## config.mk

```make
export PLATFORM = sky130hd
export DESIGN_NAME = ufn_regs
export DESIGN_NICKNAME = d
export VERILOG_FILES = /design/src/core/ufn_pkg.sv /design/src/core/ufn_ep_irq.sv /design/src/core/ufn_regs.sv
export VERILOG_INCLUDE_DIRS = /design/src /design/src/core
export SDC_FILE = /design/constraint.sdc
export NUM_CORES = 1
export LEC_CHECK = 0
export BUFFER_PORTS_ARGS = -buffer_cell sky130_fd_sc_hd__buf_2
export CAP_MARGIN = 5
export CORE_ASPECT_RATIO = 1.25
export CORE_MARGIN = 1.5
export CORE_UTILIZATION = 44
export DETAILED_ROUTE_END_ITERATION = 8
export GPL_TIMING_DRIVEN = 0
export MAX_ROUTING_LAYER = met4
export PLACE_DENSITY_LB_ADDON = 0.3
export SYNTH_ARGS = -nofsm -noshare
export SYNTH_HDL_FRONTEND = slang
export SYNTH_SLANG_ARGS = --single-unit
```

## constraint.sdc

```tcl
create_clock -name ref_clk_in -period 1 [get_ports ref_clk_in]
set_input_delay 0 -clock ref_clk_in [delete_from_list [all_inputs] [get_ports ref_clk_in]]
set_output_delay 0 -clock ref_clk_in [all_outputs]
set_load 0.01 [all_outputs]
```

## src/core/ufn_cfg.svh

```systemverilog
`ifndef UFN_CFG_SVH
`define UFN_CFG_SVH
// sfr addresses
`define UFN_ADDR_FRAME_LOW 8'hba
`define UFN_ADDR_FRAME_HIGH 8'hbb
`define UFN_ADDR_EP_IRQ_EN 8'hc2
// field positions in the high frame register
`define UFN_BIT_CRC_GOOD 5
`define UFN_BIT_CRC_BAD 4
// reset values
`define UFN_RST_FRAME_HIGH 8'h00
`define UFN_RST_FRAME_LOW 8'h00
`define UFN_RST_EP_IRQ_EN 8'h00
// implemented bits of the enable register
`define UFN_EP_EN_MASK 8'h7f
`define UFN_EP_COUNT 7
`endif

```

## src/core/ufn_pkg.sv

```systemverilog
package ufn_pkg;
    typedef logic [10:0] ufn_frame_t;
    // one received start-of-frame report from the serial engine
    typedef struct packed {
        logic pid_seen;
        logic done;
        logic crc_ok;
        ufn_frame_t frame_index;
    } ufn_sof_s;
    // cpu special function register access
    typedef struct packed {
        logic wr;
        logic rd;
        logic [7:0] addr;
        logic [7:0] wdata;
    } ufn_sfr_s;
endpackage

```

## src/core/ufn_ep_irq.sv

```systemverilog
`timescale 1ns/10ps
`include "ufn_cfg.svh"
// per endpoint flag and gated request
module ufn_ep_irq
(
    input wire logic ref_clk_in, // core clock
    input wire logic rst_in, // async reset
    input wire logic [4:0] src_in, // endpoint status sources
    input wire logic en_in, // endpoint enable bit
    output logic flag_out, // endpoint irq flag
    output logic req_out // gated request
);
    logic flag_reg; // registered flag
    logic flag_next; // next flag
    // flag follows its sources: set while any is set, cleared when all are clear
    always_comb
    begin
        flag_next = |src_in;
    end
    // register the flag
    always_ff @(posedge ref_clk_in or posedge rst_in)
    begin
        if (rst_in)
        begin
            flag_reg <= 1'b0;
        end
        else
        begin
            flag_reg <= flag_next;
        end
    end
    assign flag_out = flag_reg;
    assign req_out = flag_reg & en_in;
    // flag is the or of the sources one edge earlier, and clear on the first edge after reset
    AST_FLAG_TRACK: assert property (@(posedge ref_clk_in) disable iff (rst_in)
        flag_reg == ($past(|src_in) && !$past(rst_in)))
        else $error("flag does not follow sources");
    // a disabled endpoint never raises its request
    AST_REQ_GATE: assert property (@(posedge ref_clk_in) disable iff (rst_in)
        !en_in |-> !req_out)
        else $error("request while disabled");
endmodule

```

## src/core/ufn_regs.sv

```systemverilog
`timescale 1ns/10ps
`include "ufn_cfg.svh"

// Summary of operation
// - reserved bits read zero, writes ignored
// - enable bits 0..6 map to endpoints
// - enabled set flag raises usb request
// - flag set by sources, cleared when none
// - high bit 5 shows good sof crc
// - high bit 4 shows bad sof crc
// - sof interrupt right after pid receipt
// - high bits 2..0 hold frame bits 10..8
// - low register holds frame bits 7..0
// - frame number from latest sof packet
// - frame loaded even on bad crc
// - frame registers read-only, high resets zero

module ufn_regs
(
    input wire logic ref_clk_in, // core clock
    input wire logic rst_in, // async reset, active high
    input wire ufn_pkg::ufn_sfr_s sfr_in, // cpu register access
    output logic [7:0] sfr_rdata_out, // read data
    input wire ufn_pkg::ufn_sof_s sof_in, // sof report from serial engine
    input wire logic [34:0] ep_src_in, // five sources per endpoint
    output logic [6:0] ep_flag_out, // endpoint irq flags
    output logic usb_irq_out, // usb interrupt request
    output logic sof_irq_out // sof interrupt pulse
);
    logic [7:0] ep_en_reg; // endpoint enable register
    logic [7:0] ep_en_next; // next enable value
    logic [7:0] fr_low_reg; // frame low register
    logic [7:0] fr_low_next; // next frame low
    logic [7:0] fr_high_reg; // frame high register
    logic [7:0] fr_high_next; // next frame high
    logic sof_irq_reg; // sof pulse
    logic sof_irq_next; // next sof pulse
    logic [7:0] rdata_reg; // read data register
    logic [7:0] rdata_next; // next read data
    logic [6:0] ep_req; // per endpoint gated requests

    // per endpoint flag logic
    genvar gi;
    generate
        for (gi = 0; gi < `UFN_EP_COUNT; gi = gi + 1)
        begin : g_ep
            ufn_ep_irq u_ep
            (
                .ref_clk_in(ref_clk_in),
                .rst_in(rst_in),
                .src_in(ep_src_in[gi*5 +: 5]),
                .en_in(ep_en_reg[gi]),
                .flag_out(ep_flag_out[gi]),
                .req_out(ep_req[gi])
            );
            // an enabled endpoint flag must reach the shared request line
            AST_EP_REQ: assert property (@(posedge ref_clk_in) disable iff (rst_in)
                ep_flag_out[gi] && ep_en_reg[gi] |-> usb_irq_out)
                else $error("enabled endpoint flag lost");
            // each enable bit gates only the endpoint of the same number
            AST_EP_GATE: assert property (@(posedge ref_clk_in) disable iff (rst_in)
                !ep_en_reg[gi] |-> !ep_req[gi])
                else $error("enable bit gates wrong endpoint");
        end
    endgenerate

    // enable register write; reserved bit forced low
    always_comb
    begin
        ep_en_next = ep_en_reg;
        if (sfr_in.wr && sfr_in.addr == `UFN_ADDR_EP_IRQ_EN)
        begin
            ep_en_next = sfr_in.wdata & `UFN_EP_EN_MASK;
        end
    end

    // frame registers: loaded by hardware only, cpu writes ignored
    always_comb
    begin
        fr_low_next = fr_low_reg;
        fr_high_next = fr_high_reg;
        sof_irq_next = sof_in.pid_seen;
        if (sof_in.done)
        begin
            // loaded whatever the crc outcome
            fr_low_next = sof_in.frame_index[7:0];
            fr_high_next = 8'h00;
            fr_high_next[2:0] = sof_in.frame_index[10:8];
            fr_high_next[`UFN_BIT_CRC_GOOD] = sof_in.crc_ok;
            fr_high_next[`UFN_BIT_CRC_BAD] = ~sof_in.crc_ok;
        end
    end

    // read mux; unmapped addresses read zero
    always_comb
    begin
        rdata_next = 8'h00;
        if (sfr_in.rd)
        begin
            case (sfr_in.addr)
                `UFN_ADDR_FRAME_LOW: rdata_next = fr_low_reg;
                `UFN_ADDR_FRAME_HIGH: rdata_next = fr_high_reg;
                `UFN_ADDR_EP_IRQ_EN: rdata_next = ep_en_reg;
                default: rdata_next = 8'h00;
            endcase
        end
    end

    // enable group: cleared by reset, loaded by cpu writes
    always_ff @(posedge ref_clk_in or posedge rst_in)
    begin
        if (rst_in)
        begin
            ep_en_reg <= `UFN_RST_EP_IRQ_EN;
        end
        else
        begin
            ep_en_reg <= ep_en_next;
        end
    end

    // frame group: frame fields, crc flags and the sof pulse
    always_ff @(posedge ref_clk_in or posedge rst_in)
    begin
        if (rst_in)
        begin
            fr_low_reg <= `UFN_RST_FRAME_LOW;
            fr_high_reg <= `UFN_RST_FRAME_HIGH;
            sof_irq_reg <= 1'b0;
        end
        else
        begin
            fr_low_reg <= fr_low_next;
            fr_high_reg <= fr_high_next;
            sof_irq_reg <= sof_irq_next;
        end
    end

    // read data group: the answer stands for one cycle after the strobe
    always_ff @(posedge ref_clk_in or posedge rst_in)
    begin
        if (rst_in)
        begin
            rdata_reg <= 8'h00;
        end
        else
        begin
            rdata_reg <= rdata_next;
        end
    end

    // outputs straight from the registers and the gated requests
    assign sfr_rdata_out = rdata_reg;
    assign usb_irq_out = |ep_req;
    assign sof_irq_out = sof_irq_reg;

    // reserved enable bit never holds a one
    AST_RSVD_EN: assert property (@(posedge ref_clk_in) disable iff (rst_in)
        ep_en_reg[7] == 1'b0)
        else $error("reserved enable bit set");
    // reserved frame bits never hold a one
    AST_RSVD_HIGH: assert property (@(posedge ref_clk_in) disable iff (rst_in)
        fr_high_reg[7:6] == 2'b00 && fr_high_reg[3] == 1'b0)
        else $error("reserved frame bit set");
    // a cpu write to the enable register lands on the next edge
    AST_EN_WRITE: assert property (@(posedge ref_clk_in) disable iff (rst_in)
        sfr_in.wr && sfr_in.addr == `UFN_ADDR_EP_IRQ_EN |=> ep_en_reg[6:0] == $past(sfr_in.wdata[6:0]))
        else $error("enable write lost");
    // the shared request is the or of the enabled flags
    AST_IRQ: assert property (@(posedge ref_clk_in) disable iff (rst_in)
        usb_irq_out == |(ep_flag_out & ep_en_reg[6:0]))
        else $error("usb request mismatch");

    // crc good flag follows the packet just checked
    AST_CRC_GOOD: assert property (@(posedge ref_clk_in) disable iff (rst_in)
        sof_in.done |=> fr_high_reg[5] == $past(sof_in.crc_ok))
        else $error("crc good flag wrong");
    // crc bad flag shows the opposite outcome
    AST_CRC_BAD: assert property (@(posedge ref_clk_in) disable iff (rst_in)
        sof_in.done |=> fr_high_reg[4] == !$past(sof_in.crc_ok))
        else $error("crc bad flag wrong");
    // sof interrupt one edge after the pid
    AST_SOF_IRQ: assert property (@(posedge ref_clk_in) disable iff (rst_in)
        sof_in.pid_seen |=> sof_irq_out)
        else $error("sof irq late");
    // the frame index lands whole, whatever the crc outcome
    AST_FRAME: assert property (@(posedge ref_clk_in) disable iff (rst_in)
        sof_in.done |=> {fr_high_reg[2:0], fr_low_reg} == $past(sof_in.frame_index))
        else $error("frame not loaded");
    // nothing but a finished sof changes the frame registers
    AST_RO: assert property (@(posedge ref_clk_in) disable iff (rst_in)
        !sof_in.done |=> $stable(fr_low_reg) && $stable(fr_high_reg))
        else $error("frame changed without sof");
    // never both crc flags at once
    AST_ONEHOT: assert property (@(posedge ref_clk_in) disable iff (rst_in)
        (fr_high_reg[5:4] != 2'b00) |-> (fr_high_reg[5] ^ fr_high_reg[4]))
        else $error("crc flags both set");

    // enable register checks
    // enable register keeps its value without a write to it
    AST_EN_HOLD: assert property (@(posedge ref_clk_in) disable iff (rst_in)
        !(sfr_in.wr && sfr_in.addr == `UFN_ADDR_EP_IRQ_EN) |=> $stable(ep_en_reg))
        else $error("enable changed without write");
    // a one written to the reserved enable bit is dropped
    AST_EN_RSVD_WR: assert property (@(posedge ref_clk_in) disable iff (rst_in)
        sfr_in.wr && sfr_in.addr == `UFN_ADDR_EP_IRQ_EN && sfr_in.wdata[7] |=> ep_en_reg[7] == 1'b0)
        else $error("reserved enable bit kept");

    // read path checks: the answer comes one edge after the strobe
    // enable register reads back with its reserved bit low
    AST_RD_EN: assert property (@(posedge ref_clk_in) disable iff (rst_in)
        sfr_in.rd && sfr_in.addr == `UFN_ADDR_EP_IRQ_EN |=> sfr_rdata_out == $past(ep_en_reg))
        else $error("enable read wrong");
    // low frame register reads back its eight bits
    AST_RD_LOW: assert property (@(posedge ref_clk_in) disable iff (rst_in)
        sfr_in.rd && sfr_in.addr == `UFN_ADDR_FRAME_LOW |=> sfr_rdata_out == $past(fr_low_reg))
        else $error("frame low read wrong");
    // high frame register reads back its fields
    AST_RD_HIGH: assert property (@(posedge ref_clk_in) disable iff (rst_in)
        sfr_in.rd && sfr_in.addr == `UFN_ADDR_FRAME_HIGH |=> sfr_rdata_out == $past(fr_high_reg))
        else $error("frame high read wrong");
    // reserved places of the high frame register read zero
    AST_RD_RSVD: assert property (@(posedge ref_clk_in) disable iff (rst_in)
        sfr_in.rd && sfr_in.addr == `UFN_ADDR_FRAME_HIGH |=> sfr_rdata_out[7:6] == 2'b00 && sfr_rdata_out[3] == 1'b0)
        else $error("reserved frame bit read");
    // no strobe, no data
    AST_RD_IDLE: assert property (@(posedge ref_clk_in) disable iff (rst_in)
        !sfr_in.rd |=> sfr_rdata_out == 8'h00)
        else $error("read data without strobe");

    // sof pulse only follows a pid, and the crc flags wait for the check
    AST_SOF_PULSE: assert property (@(posedge ref_clk_in) disable iff (rst_in)
        !sof_in.pid_seen |=> !sof_irq_out)
        else $error("sof irq without pid");
    // the pid alone leaves the crc flags as they were
    AST_SOF_NO_LOAD: assert property (@(posedge ref_clk_in) disable iff (rst_in)
        sof_in.pid_seen && !sof_in.done |=> $stable(fr_high_reg[5:4]))
        else $error("crc flags moved at pid");
    // once the check is done exactly one crc flag is set
    AST_CRC_EXCL: assert property (@(posedge ref_clk_in) disable iff (rst_in)
        sof_in.done |=> fr_high_reg[5] != fr_high_reg[4])
        else $error("crc flags not exclusive");
endmodule

```

==> results of run 1 <==
[metrics by stage]
step	instance area, um^2	TNS, ns	cells	utilization	total power, mW
4_1_cts	2760	-0.284	317	0.792	3.07
3_5_place_dp	2100	-5.15	252	0.602	1.99
3_3_place_gp	2070	-15.29	251	0.594	1.96
5_1_grt	2790	-0.516	318	0.801	3.24
2_1_floorplan	1600	-0.310	129	-	1.78
6_report	2790	-0.373	318	0.801	3.09
[cells in the final DEF (no fill, tap or decap), drive strengths merged, types with 3 or more instances in the layout]
master / synthesis / routed
clkbuf: 1 / 5
nor2: 7 / 7
nor3: 7 / 7
a211oi: 5 / 5
nand3: 13 / 13
a22oi: 3 / 3
dlygate4sd3: 0 / 57
nand4: 3 / 3
nand2: 8 / 8
buf: 10 / 99
mux2: 24 / 24
dfrtp: 36 / 36
[layout make-up]
type / count / area, um^2 / share of cell area
inverters: 2 / 11.3 / 0.00403
clock buffers: 5 / 68.8 / 0.0247
repair buffers: 146 / 1050 / 0.377
multi-input cells: 80 / 636 / 0.228
plain buffers: 10 / 75.1 / 0.0269
flip-flops and latches: 36 / 901 / 0.323
well taps: 39 / 48.8 / 0.0175
[what timing repair did]
item / in CTS / in global routing
hold endpoints to repair: 45 / 0
cloned: 0 / 0
pin swaps: 2 / 3
endpoints found under the setup margin: 13 / 42
hold buffers: 57 / 0
buffers inserted: 3 / 2
resized for setup: 0 / 5
[worst max path at each step]
stage | end | slack (ns) | cells past startpoint
finish | usb_irq_out | -0.32 | 3
global route | usb_irq_out | -0.39 | 3
CTS | usb_irq_out | -0.28 | 3
detailed placement | sfr_rdata_out[6] | -0.40 | 4
global placement | sfr_rdata_out[6] | -0.33 | 4
floorplan | ep_en_reg[0] | -0.04 | 3
[critical path: cells and delay by family (launching register included)]
kind / cells / cell delay [ns]
buffers and inverters: 1 / 0.16
AOI/OAI and AO/OA: 1 / 0.38
and+or+nand+nor: 1 / 0.12
DFF: 1 / 0.39
[routing by layer]
metal | part of all wire | up-vias | global-route usage | wire length, um
met5 | 0 | - | - | 0
met4 | 0.034 | 0 | 0.119 | 169
met2 | 0.56 | 71 | 0.496 | 2840
li1 | - | 758 | - | -
met3 | 0.051 | 16 | 0.0648 | 258
met1 | 0.35 | 792 | 0.268 | 1760
[power by group]
part	leakage [nW]	switching, mW	internal (mW)
Sequential	0.435	0.0428	1.53
Clock	0.0359	0.464	0.448
Combinational	0.836	0.219	0.387
[logic make-up (layout without fill, tap and decap cells)]
group / Yosys count / after routing / share of synthesized area
AOI/OAI and AO/OA: 11 / 11 / 0.0501
DFF: 36 / 36 / 0.564
buffers and inverters: 13 / 163 / 0.0501
and+or+nand+nor: 44 / 44 / 0.161
muxes: 25 / 25 / 0.175
==> flow_results.org, run 1 <==
** Yosys
- Commonest cells in the netlist :: 36 x sky130_fd_sc_hd__dfrtp_1, 24 x sky130_fd_sc_hd__mux2_2, 12 x sky130_fd_sc_hd__nand3_1
- Counting every instance in the synthesized netlist gives 129.
- The number of nets handed over by synthesis was 198.
- The biggest area contributor in the post-synthesis netlist is sky130_fd_sc_hd__dfrtp_1.
- Yosys mapped a number of flops with a built-in enable equal to 0.
- In the synthesized netlist the dominant register cell turns out to be sky130_fd_sc_hd__dfrtp_1.
- Sequential cell area fraction in the yosys report :: 0.564
- Synthesis-stage register bit count :: 36
- Unique cell type count in the Yosys netlist :: 23
- After synthesis, the share of flip-flops with an asynchronous set or reset is 1.00.
- Most repeated cell in the gate-level netlist after synthesis :: sky130_fd_sc_hd__dfrtp_1
- In this run the mean area of a mapped cell was 12.4 um^2.
- After synthesis the cells add up to 1600 um^2.
- Top-area cell type share of the netlist area :: 0.564
- Count of synthesis-stage warnings from yosys :: 0
- Yosys attributes the largest share of cell area to sky130_fd_sc_hd__dfrtp_1 56%, sky130_fd_sc_hd__mux2_2 17%, sky130_fd_sc_hd__nand3_1 3.8%.

** Hold path
- The tightest min-delay check is of the in2reg type.
- Min-Delay Path Depth :: 2
- Worst hold start :: sof_in[12]
- The worst hold path terminates at fr_low_reg[6].

** Clock network
- After clock tree synthesis, the clock-pin slew on the worst setup and hold paths is 0.06 ns.
- Number of H-tree levels :: 2
- Counting the buffers created by CTS gives 5.
- At the later pin of the worst-skew pair, clock insertion delay measures 0.29 ns.
- The tree is rooted in a sky130_fd_sc_hd__clkbuf_8.
- Sink count of the clock tree :: 36
- Maximum buffer depth of the clock tree :: 2
- TritonCTS built the clock tree.

** Floorplan
- Row Count :: 24
- Core area :: 3480 um^2
- Top-Level Pins :: 86
- The die is 56.9 um wide.
- DIE AREA :: 4000 um^2
- Die height :: 70.4 um
- The initial utilization of the core area, before any placement, comes to 0.459.

** Critical path
- Traced cell by cell, the critical path runs through a222oi_1 -> nand3_1 -> buf_2.
- At the worst endpoint, the arrival time is 1.32 ns.
- Crit path launch type :: flop
- The worst register-to-register path begins at fr_low_reg[0].
- Crit. Startpoint :: g_ep[3].u_ep.flag_out
- Of all nets on the critical path, the largest fanout is 2.
- The largest individual stage delay along the critical path comes from the cell sky130_fd_sc_hd__dfrtp_1.
- STA classifies the critical path endpoint as an output pin.
- CP required :: 1.00 ns
- Delay of the slowest cell on the worst path :: 0.39 ns
- Critical setup path kind :: reg2out
- Reg-to-reg setup timing slack :: 0.01 ns
- The worst register-to-register path has a depth of 3.
- The worst register-to-register path ends at sfr_rdata_out[0].

** Drt
- The routed layout has 1637 vias.
- Drt first-iter violations :: 49
- DRC violation count after routing :: 0
- Post-detailed-route wirelength per cell :: 15.8 um
- Pre-Repair DR Iteration Count :: 4
- Post-detailed-route via-to-cell ratio :: 5.15
- The count of nets left with antenna violations once routing finished came out at 0.
- Wires add up to 5.03 mm.

** STA
- The hold violation count in the final report came to 0.
- Hold Worst Slack :: 0.0229 ns
- Static timing analysis puts the maximum clock frequency at 756 MHz.
- Relative slew slack :: 0.625
- Counting I/O delays and the setup requirement, the final critical path takes 1.32 ns.
- For the final database, setup skew stands at 0.00295 ns.
- Setup violations remaining at the end of the flow were counted as 2.
- Setup slack on the critical path of the routed design comes to -0.322 ns.
- Final worst-path cycle share :: 1.32
- RSZ-0062 raised after global routing :: yes
- The number of pins exceeding their max-slew limit in the final report is 0.
- Worst slew pin tran :: 0.562 ns

** Layout
- Area growth from synthesis to layout :: 74.7%
- The repair_antennas step left the layout with diodes totalling 0.
- Net count of the finished layout :: 350
- Of the cells placed in the final design, the portion with a size suffix greater than 1 is 0.480.
- Total of fill cells in the finished design :: 212

** Place
- OpenSTA, run right after detailed placement, puts the worst setup slack at -0.405 ns.
- Port buffering added 83 buffers.
- At the end of routability-driven placement, the weighted congestion stood at 0.779.
- HPWL after detailed placement :: 2.63 mm

** Outcome
- The checks that failed: negative setup slack.
- The run finished, with violations left.

** Global routing
- The first global-routing pass estimated 8.02 mm of wire.
- Summed over all layers, the global routing overflow is 0.
- Maximum number of pins on one net before global-route repair :: 21
- Number of antenna violations at the first check in global routing :: 0
- The via count of the first global-routing pass came to 1805.
- GRT Resource Usage Total :: 0.272

** Power and ir drop
- Summed over all cells, the static leakage comes to 1.31 nW.
- Worst IR drop on VDD :: 1130 uV
- Dividing total power by cell area gives a power density of 1110 nW/um^2.

** Flow run
- Across the run, the number of max-cap violations was 0.
No activity file was read; power rests on OpenSTA's default activity.
==> run 2: changes to the inputs <==
Settings changed: BUFFER_PORTS_ARGS -buffer_cell sky130_fd_sc_hd__buf_2 to -buffer_cell sky130_fd_sc_hd__buf_4.
==> run 2 against run 1 <==
The flow finishes with violations (negative hold slack, negative setup slack). Setup slack lost 0.045 ns. Cell area is 6.7% higher. Combinational power rose by 13%. Fmax shrank 3.3%. Core utilization up 5.4 points. Wire length grew 10%. Clock skew is 0.0023 ns higher. Non-clock buffer count down 2. Die area is the same. Sequential power is essentially flat. Cell count up 0.31%. Critical path depth is the same. Critical endpoint unchanged. Largest cell class unchanged.
==> flow_results.org, run 2 (synthesis results as in run 1) <==
** Critical path
- The largest stage delay on the critical path is 0.42 ns (was 0.39 ns).
- Critical-path cell list: a222oi_1 -> nand3_1 -> buf_4 (was a222oi_1 -> nand3_1 -> buf_2).
- Count of buffering cells on the critical path with inverters included :: 1 (unchanged)
- Standard cell with the maximum stage delay on the critical path :: sky130_fd_sc_hd__dfrtp_1 (unchanged)
- The critical path capture point type was an output pin (unchanged).
- The critical path class is reg2out (unchanged).
- The maximum fanout encountered on the critical timing path is 3 (was 2).
- The critical path startpoint category was a flop (unchanged).
- The cell class contributing the biggest share of worst-path delay is flip-flops (unchanged).
- The data required time at the worst endpoint came to 1.00 ns (about the same).
- The arrival time of data at the critical path endpoint was 1.37 ns (was 1.32 ns).

** STA
- RSZ-0062 raised after global routing :: yes (unchanged)
- The post-route fraction of the period consumed by the critical path was 1.37 (was 1.32).
- Setup slack after layout :: -0.367 ns (was -0.322 ns)
- The worst slew slack as a fraction of its limit was 0.502 (was 0.625).
- Max-slew violation count :: 0 (unchanged)
- Post-Route Skew :: 0.00526 ns (was 0.00295 ns)
- The final number of setup-violating endpoints came to 1 (was 2).
- The minimum hold slack was -0.153 ns (was 0.0229 ns).
- The hold violation count in the final report came to 36 (was 0).
- The transition time of the tightest slew-check pin is 0.746 ns (was 0.562 ns).
- The maximum achievable frequency is 731 MHz (was 756 MHz).
- Clock period minus worst slack :: 1.37 ns (was 1.32 ns)

** Floorplan
- The floorplan die area was 4000 um^2 (unchanged).
- Core area :: 3480 um^2 (unchanged)
- The number of standard-cell rows in the floorplan is 24 (unchanged).
- Die height :: 70.4 um (unchanged)
- Top-Level Pins :: 86 (unchanged)
- The width of the die came to 56.9 um (unchanged).
- Effective utilization at floorplan :: 0.459 (unchanged)

** Clock network
- The number of buffers on the longest clock path is 2 (unchanged).
- Number of H-tree levels :: 2 (unchanged)
- The number of buffers added to fix hold violations after cts came to 56 (was 57).
- The CTS tree was done (unchanged).
- Number of buffers added by the clock tree synthesis step :: 5 (unchanged)
- Clock tree root driver cell :: sky130_fd_sc_hd__clkbuf_8 (unchanged)
- Clock transition time at the flip-flop clock pins of the worst setup and hold paths :: 0.07 ns (was 0.06 ns)
- Sink count of the clock tree :: 36 (unchanged)
- The clock latency on the worst-skew pair was 0.29 ns (about the same).

** Place
- The count of input and output buffers was 83 (unchanged).
- The worst setup timing slack at the placement stage came to -0.366 ns (was -0.405 ns).
- The HPWL after detailed placement is 2.96 mm (was 2.63 mm).
- The placed cell count is 251 (was 252).
- Placer Congestion :: 0.937 (was 0.779)

** Power and ir drop
- The portion of total power attributed to the clock network is 0.323 (was 0.295).
- Power after layout :: 3.35 mW (was 3.09 mW)
- The reported net switching power is 0.795 mW (was 0.726 mW).
- The share of total power in combinational logic came to 0.206 (was 0.196).
- The leakage power was 1.38 nW (was 1.31 nW).
- Cell Pwr Density :: 1120 nW/um^2 (was 1110 nW/um^2)
- The maximum vdd ir drop was 1210 uV (was 1130 uV).
- The internal power component is 2.55 mW (was 2.36 mW).
- The sequential power share came to 0.472 (was 0.509).
- The net switching share of the total power was 0.238 (was 0.235).

** Drt
- The vias per cell is 5.18 (was 5.15).
- The detailed-route wire length per cell came to 17.4 um (was 15.8 um).
- Pre-Repair DR Iteration Count :: 4 (unchanged)
- Antenna violation net count after detailed routing :: 0 (unchanged)
- The DRC violations left was 0 (unchanged).
- The first-iteration detailed-routing DRC count was 41 (was 49).
- The overall via count from detail_route is 1652 (was 1637).
- The total wirelength of the detailed-routed design is 5.55 mm (was 5.03 mm).

** Layout
- Most used cells in the layout excluding fill and tap cells :: 96 x sky130_fd_sc_hd__buf_4, 56 x sky130_fd_sc_hd__dlygate4sd3_1, 36 x sky130_fd_sc_hd__dfrtp_1 (was 83 x sky130_fd_sc_hd__buf_2, 57 x sky130_fd_sc_hd__dlygate4sd3_1, 36 x sky130_fd_sc_hd__dfrtp_1)
- End-of-flow core utilization :: 0.855 (was 0.801)
- Most common library cell in the layout ignoring fill and taps :: sky130_fd_sc_hd__buf_4 (was sky130_fd_sc_hd__buf_2)
- The share of final-layout standard cells stronger than drive strength 1 was 0.475 (was 0.480).
- The area growth from synthesis to layout was 86.4% (was 74.7%).
- The number of nets in the layout was 348 (was 350).
- The number of antenna cells inserted was 0 (unchanged).
- Number of standard cells in the final layout excluding fillers :: 319 (was 318)
- The filler cell count in the final layout came to 172 (was 212).

** Global routing
- Vias in the first global route :: 1884 (was 1805)
- Number of antenna violations at the first check in global routing :: 0 (unchanged)
- The total global routing overflow came to 0 (unchanged).
- Wire length of the first global-routing pass :: 8.85 mm (was 8.02 mm)
- Maximum number of pins on one net before global-route repair :: 37 (was 21)
- The total track usage came to 0.301 (was 0.272).

** Outcome
- Violated checks :: negative hold slack, negative setup slack (was negative setup slack)
- Status :: complete, but fails checks (unchanged)

** Hold path
- The class of the tightest hold or removal check is in2async (was in2reg).

** Flow run
- Number of violations of the max-capacitance limit :: 0 (unchanged)
## run 2: cell count changes in the layout (fill, tap and decap cells not counted)
cell / previous run / this run
sky130_fd_sc_hd__clkbuf_8: 5 / 6
sky130_fd_sc_hd__clkinvlp_4: 1 / 0
sky130_fd_sc_hd__mux2_2: 23 / 22
sky130_fd_sc_hd__dlygate4sd3_1: 57 / 56
sky130_fd_sc_hd__clkbuf_1: 0 / 2
sky130_fd_sc_hd__a211oi_2: 3 / 2
sky130_fd_sc_hd__a211oi_1: 2 / 3
sky130_fd_sc_hd__buf_2: 83 / 0
sky130_fd_sc_hd__mux2_4: 1 / 2
sky130_fd_sc_hd__inv_2: 0 / 1
sky130_fd_sc_hd__buf_4: 13 / 96
sky130_fd_sc_hd__buf_16: 1 / 0
## run 2: what timing repair did
item,4_1_cts,5_1_grt
endpoints found under the hold margin,28,36
endpoints found under the setup margin,12,6
buffers inserted,3,2
gates resized for setup,1,3
pin swaps,1,4
## run 2: stage by stage
stage	TNS, ns	cell area, um^2
4_1_cts	-0.360	2950
2_1_floorplan	-0.310	1600
5_1_grt	-0.410	2980
3_3_place_gp	-11.83	2280
6_report	-0.367	2980
3_5_place_dp	-15.42	2280
## run 2: final timing paths
path,slack [ns],depth (start not counted),startpoint,end
worst max register to register,0.03,3,fr_low_reg[0],sfr_rdata_out[0]
worst max-delay path,-0.37,3,ep_en_reg[5],usb_irq_out
min in group ref_clk_in,0.02,2,sfr_in[16],sfr_rdata_out[7]
worst min-delay path,-0.15,2,rst_in,g_ep[1].u_ep.flag_out
max in group asynchronous,0.68,2,rst_in,sfr_rdata_out[3]
worst min register to register,0.51,1,fr_high_reg[2],fr_high_reg[2]
## run 2: power groups by stage
| stage | clock network (mW) | registers, mW | logic [mW] |
|---|---|---|---|
| 2_1_floorplan | 0 | 1.58 | 0.196 |
| 3_3_place_gp | 0 | 1.59 | 0.446 |
| 3_5_place_dp | 0 | 1.60 | 0.462 |
| 4_1_cts | 1.06 | 1.57 | 0.644 |
| 5_1_grt | 1.15 | 1.58 | 0.735 |
| 6_report | 1.08 | 1.58 | 0.688 |
## run 2: routing by layer
| layer | vias to the layer above | track usage | share of wire |
|---|---|---|---|
| met5 | - | - | 0 |
| li1 | 763 | - | - |
| met2 | 67 | 0.558 | 0.59 |
| met1 | 804 | 0.301 | 0.33 |
| met3 | 18 | 0.0611 | 0.045 |
| met4 | 0 | 0.114 | 0.029 |
## run 2: layout make-up
class	count	area (um^2)	share of cell area
multi-input combinational	80	634	0.213
timing repair buffer	144	1220	0.410
inverter	2	7.51	0.00252
sequential	36	901	0.303
buffer	10	75.1	0.0252
clock buffer	8	90.1	0.0303
tap	39	48.8	0.0164
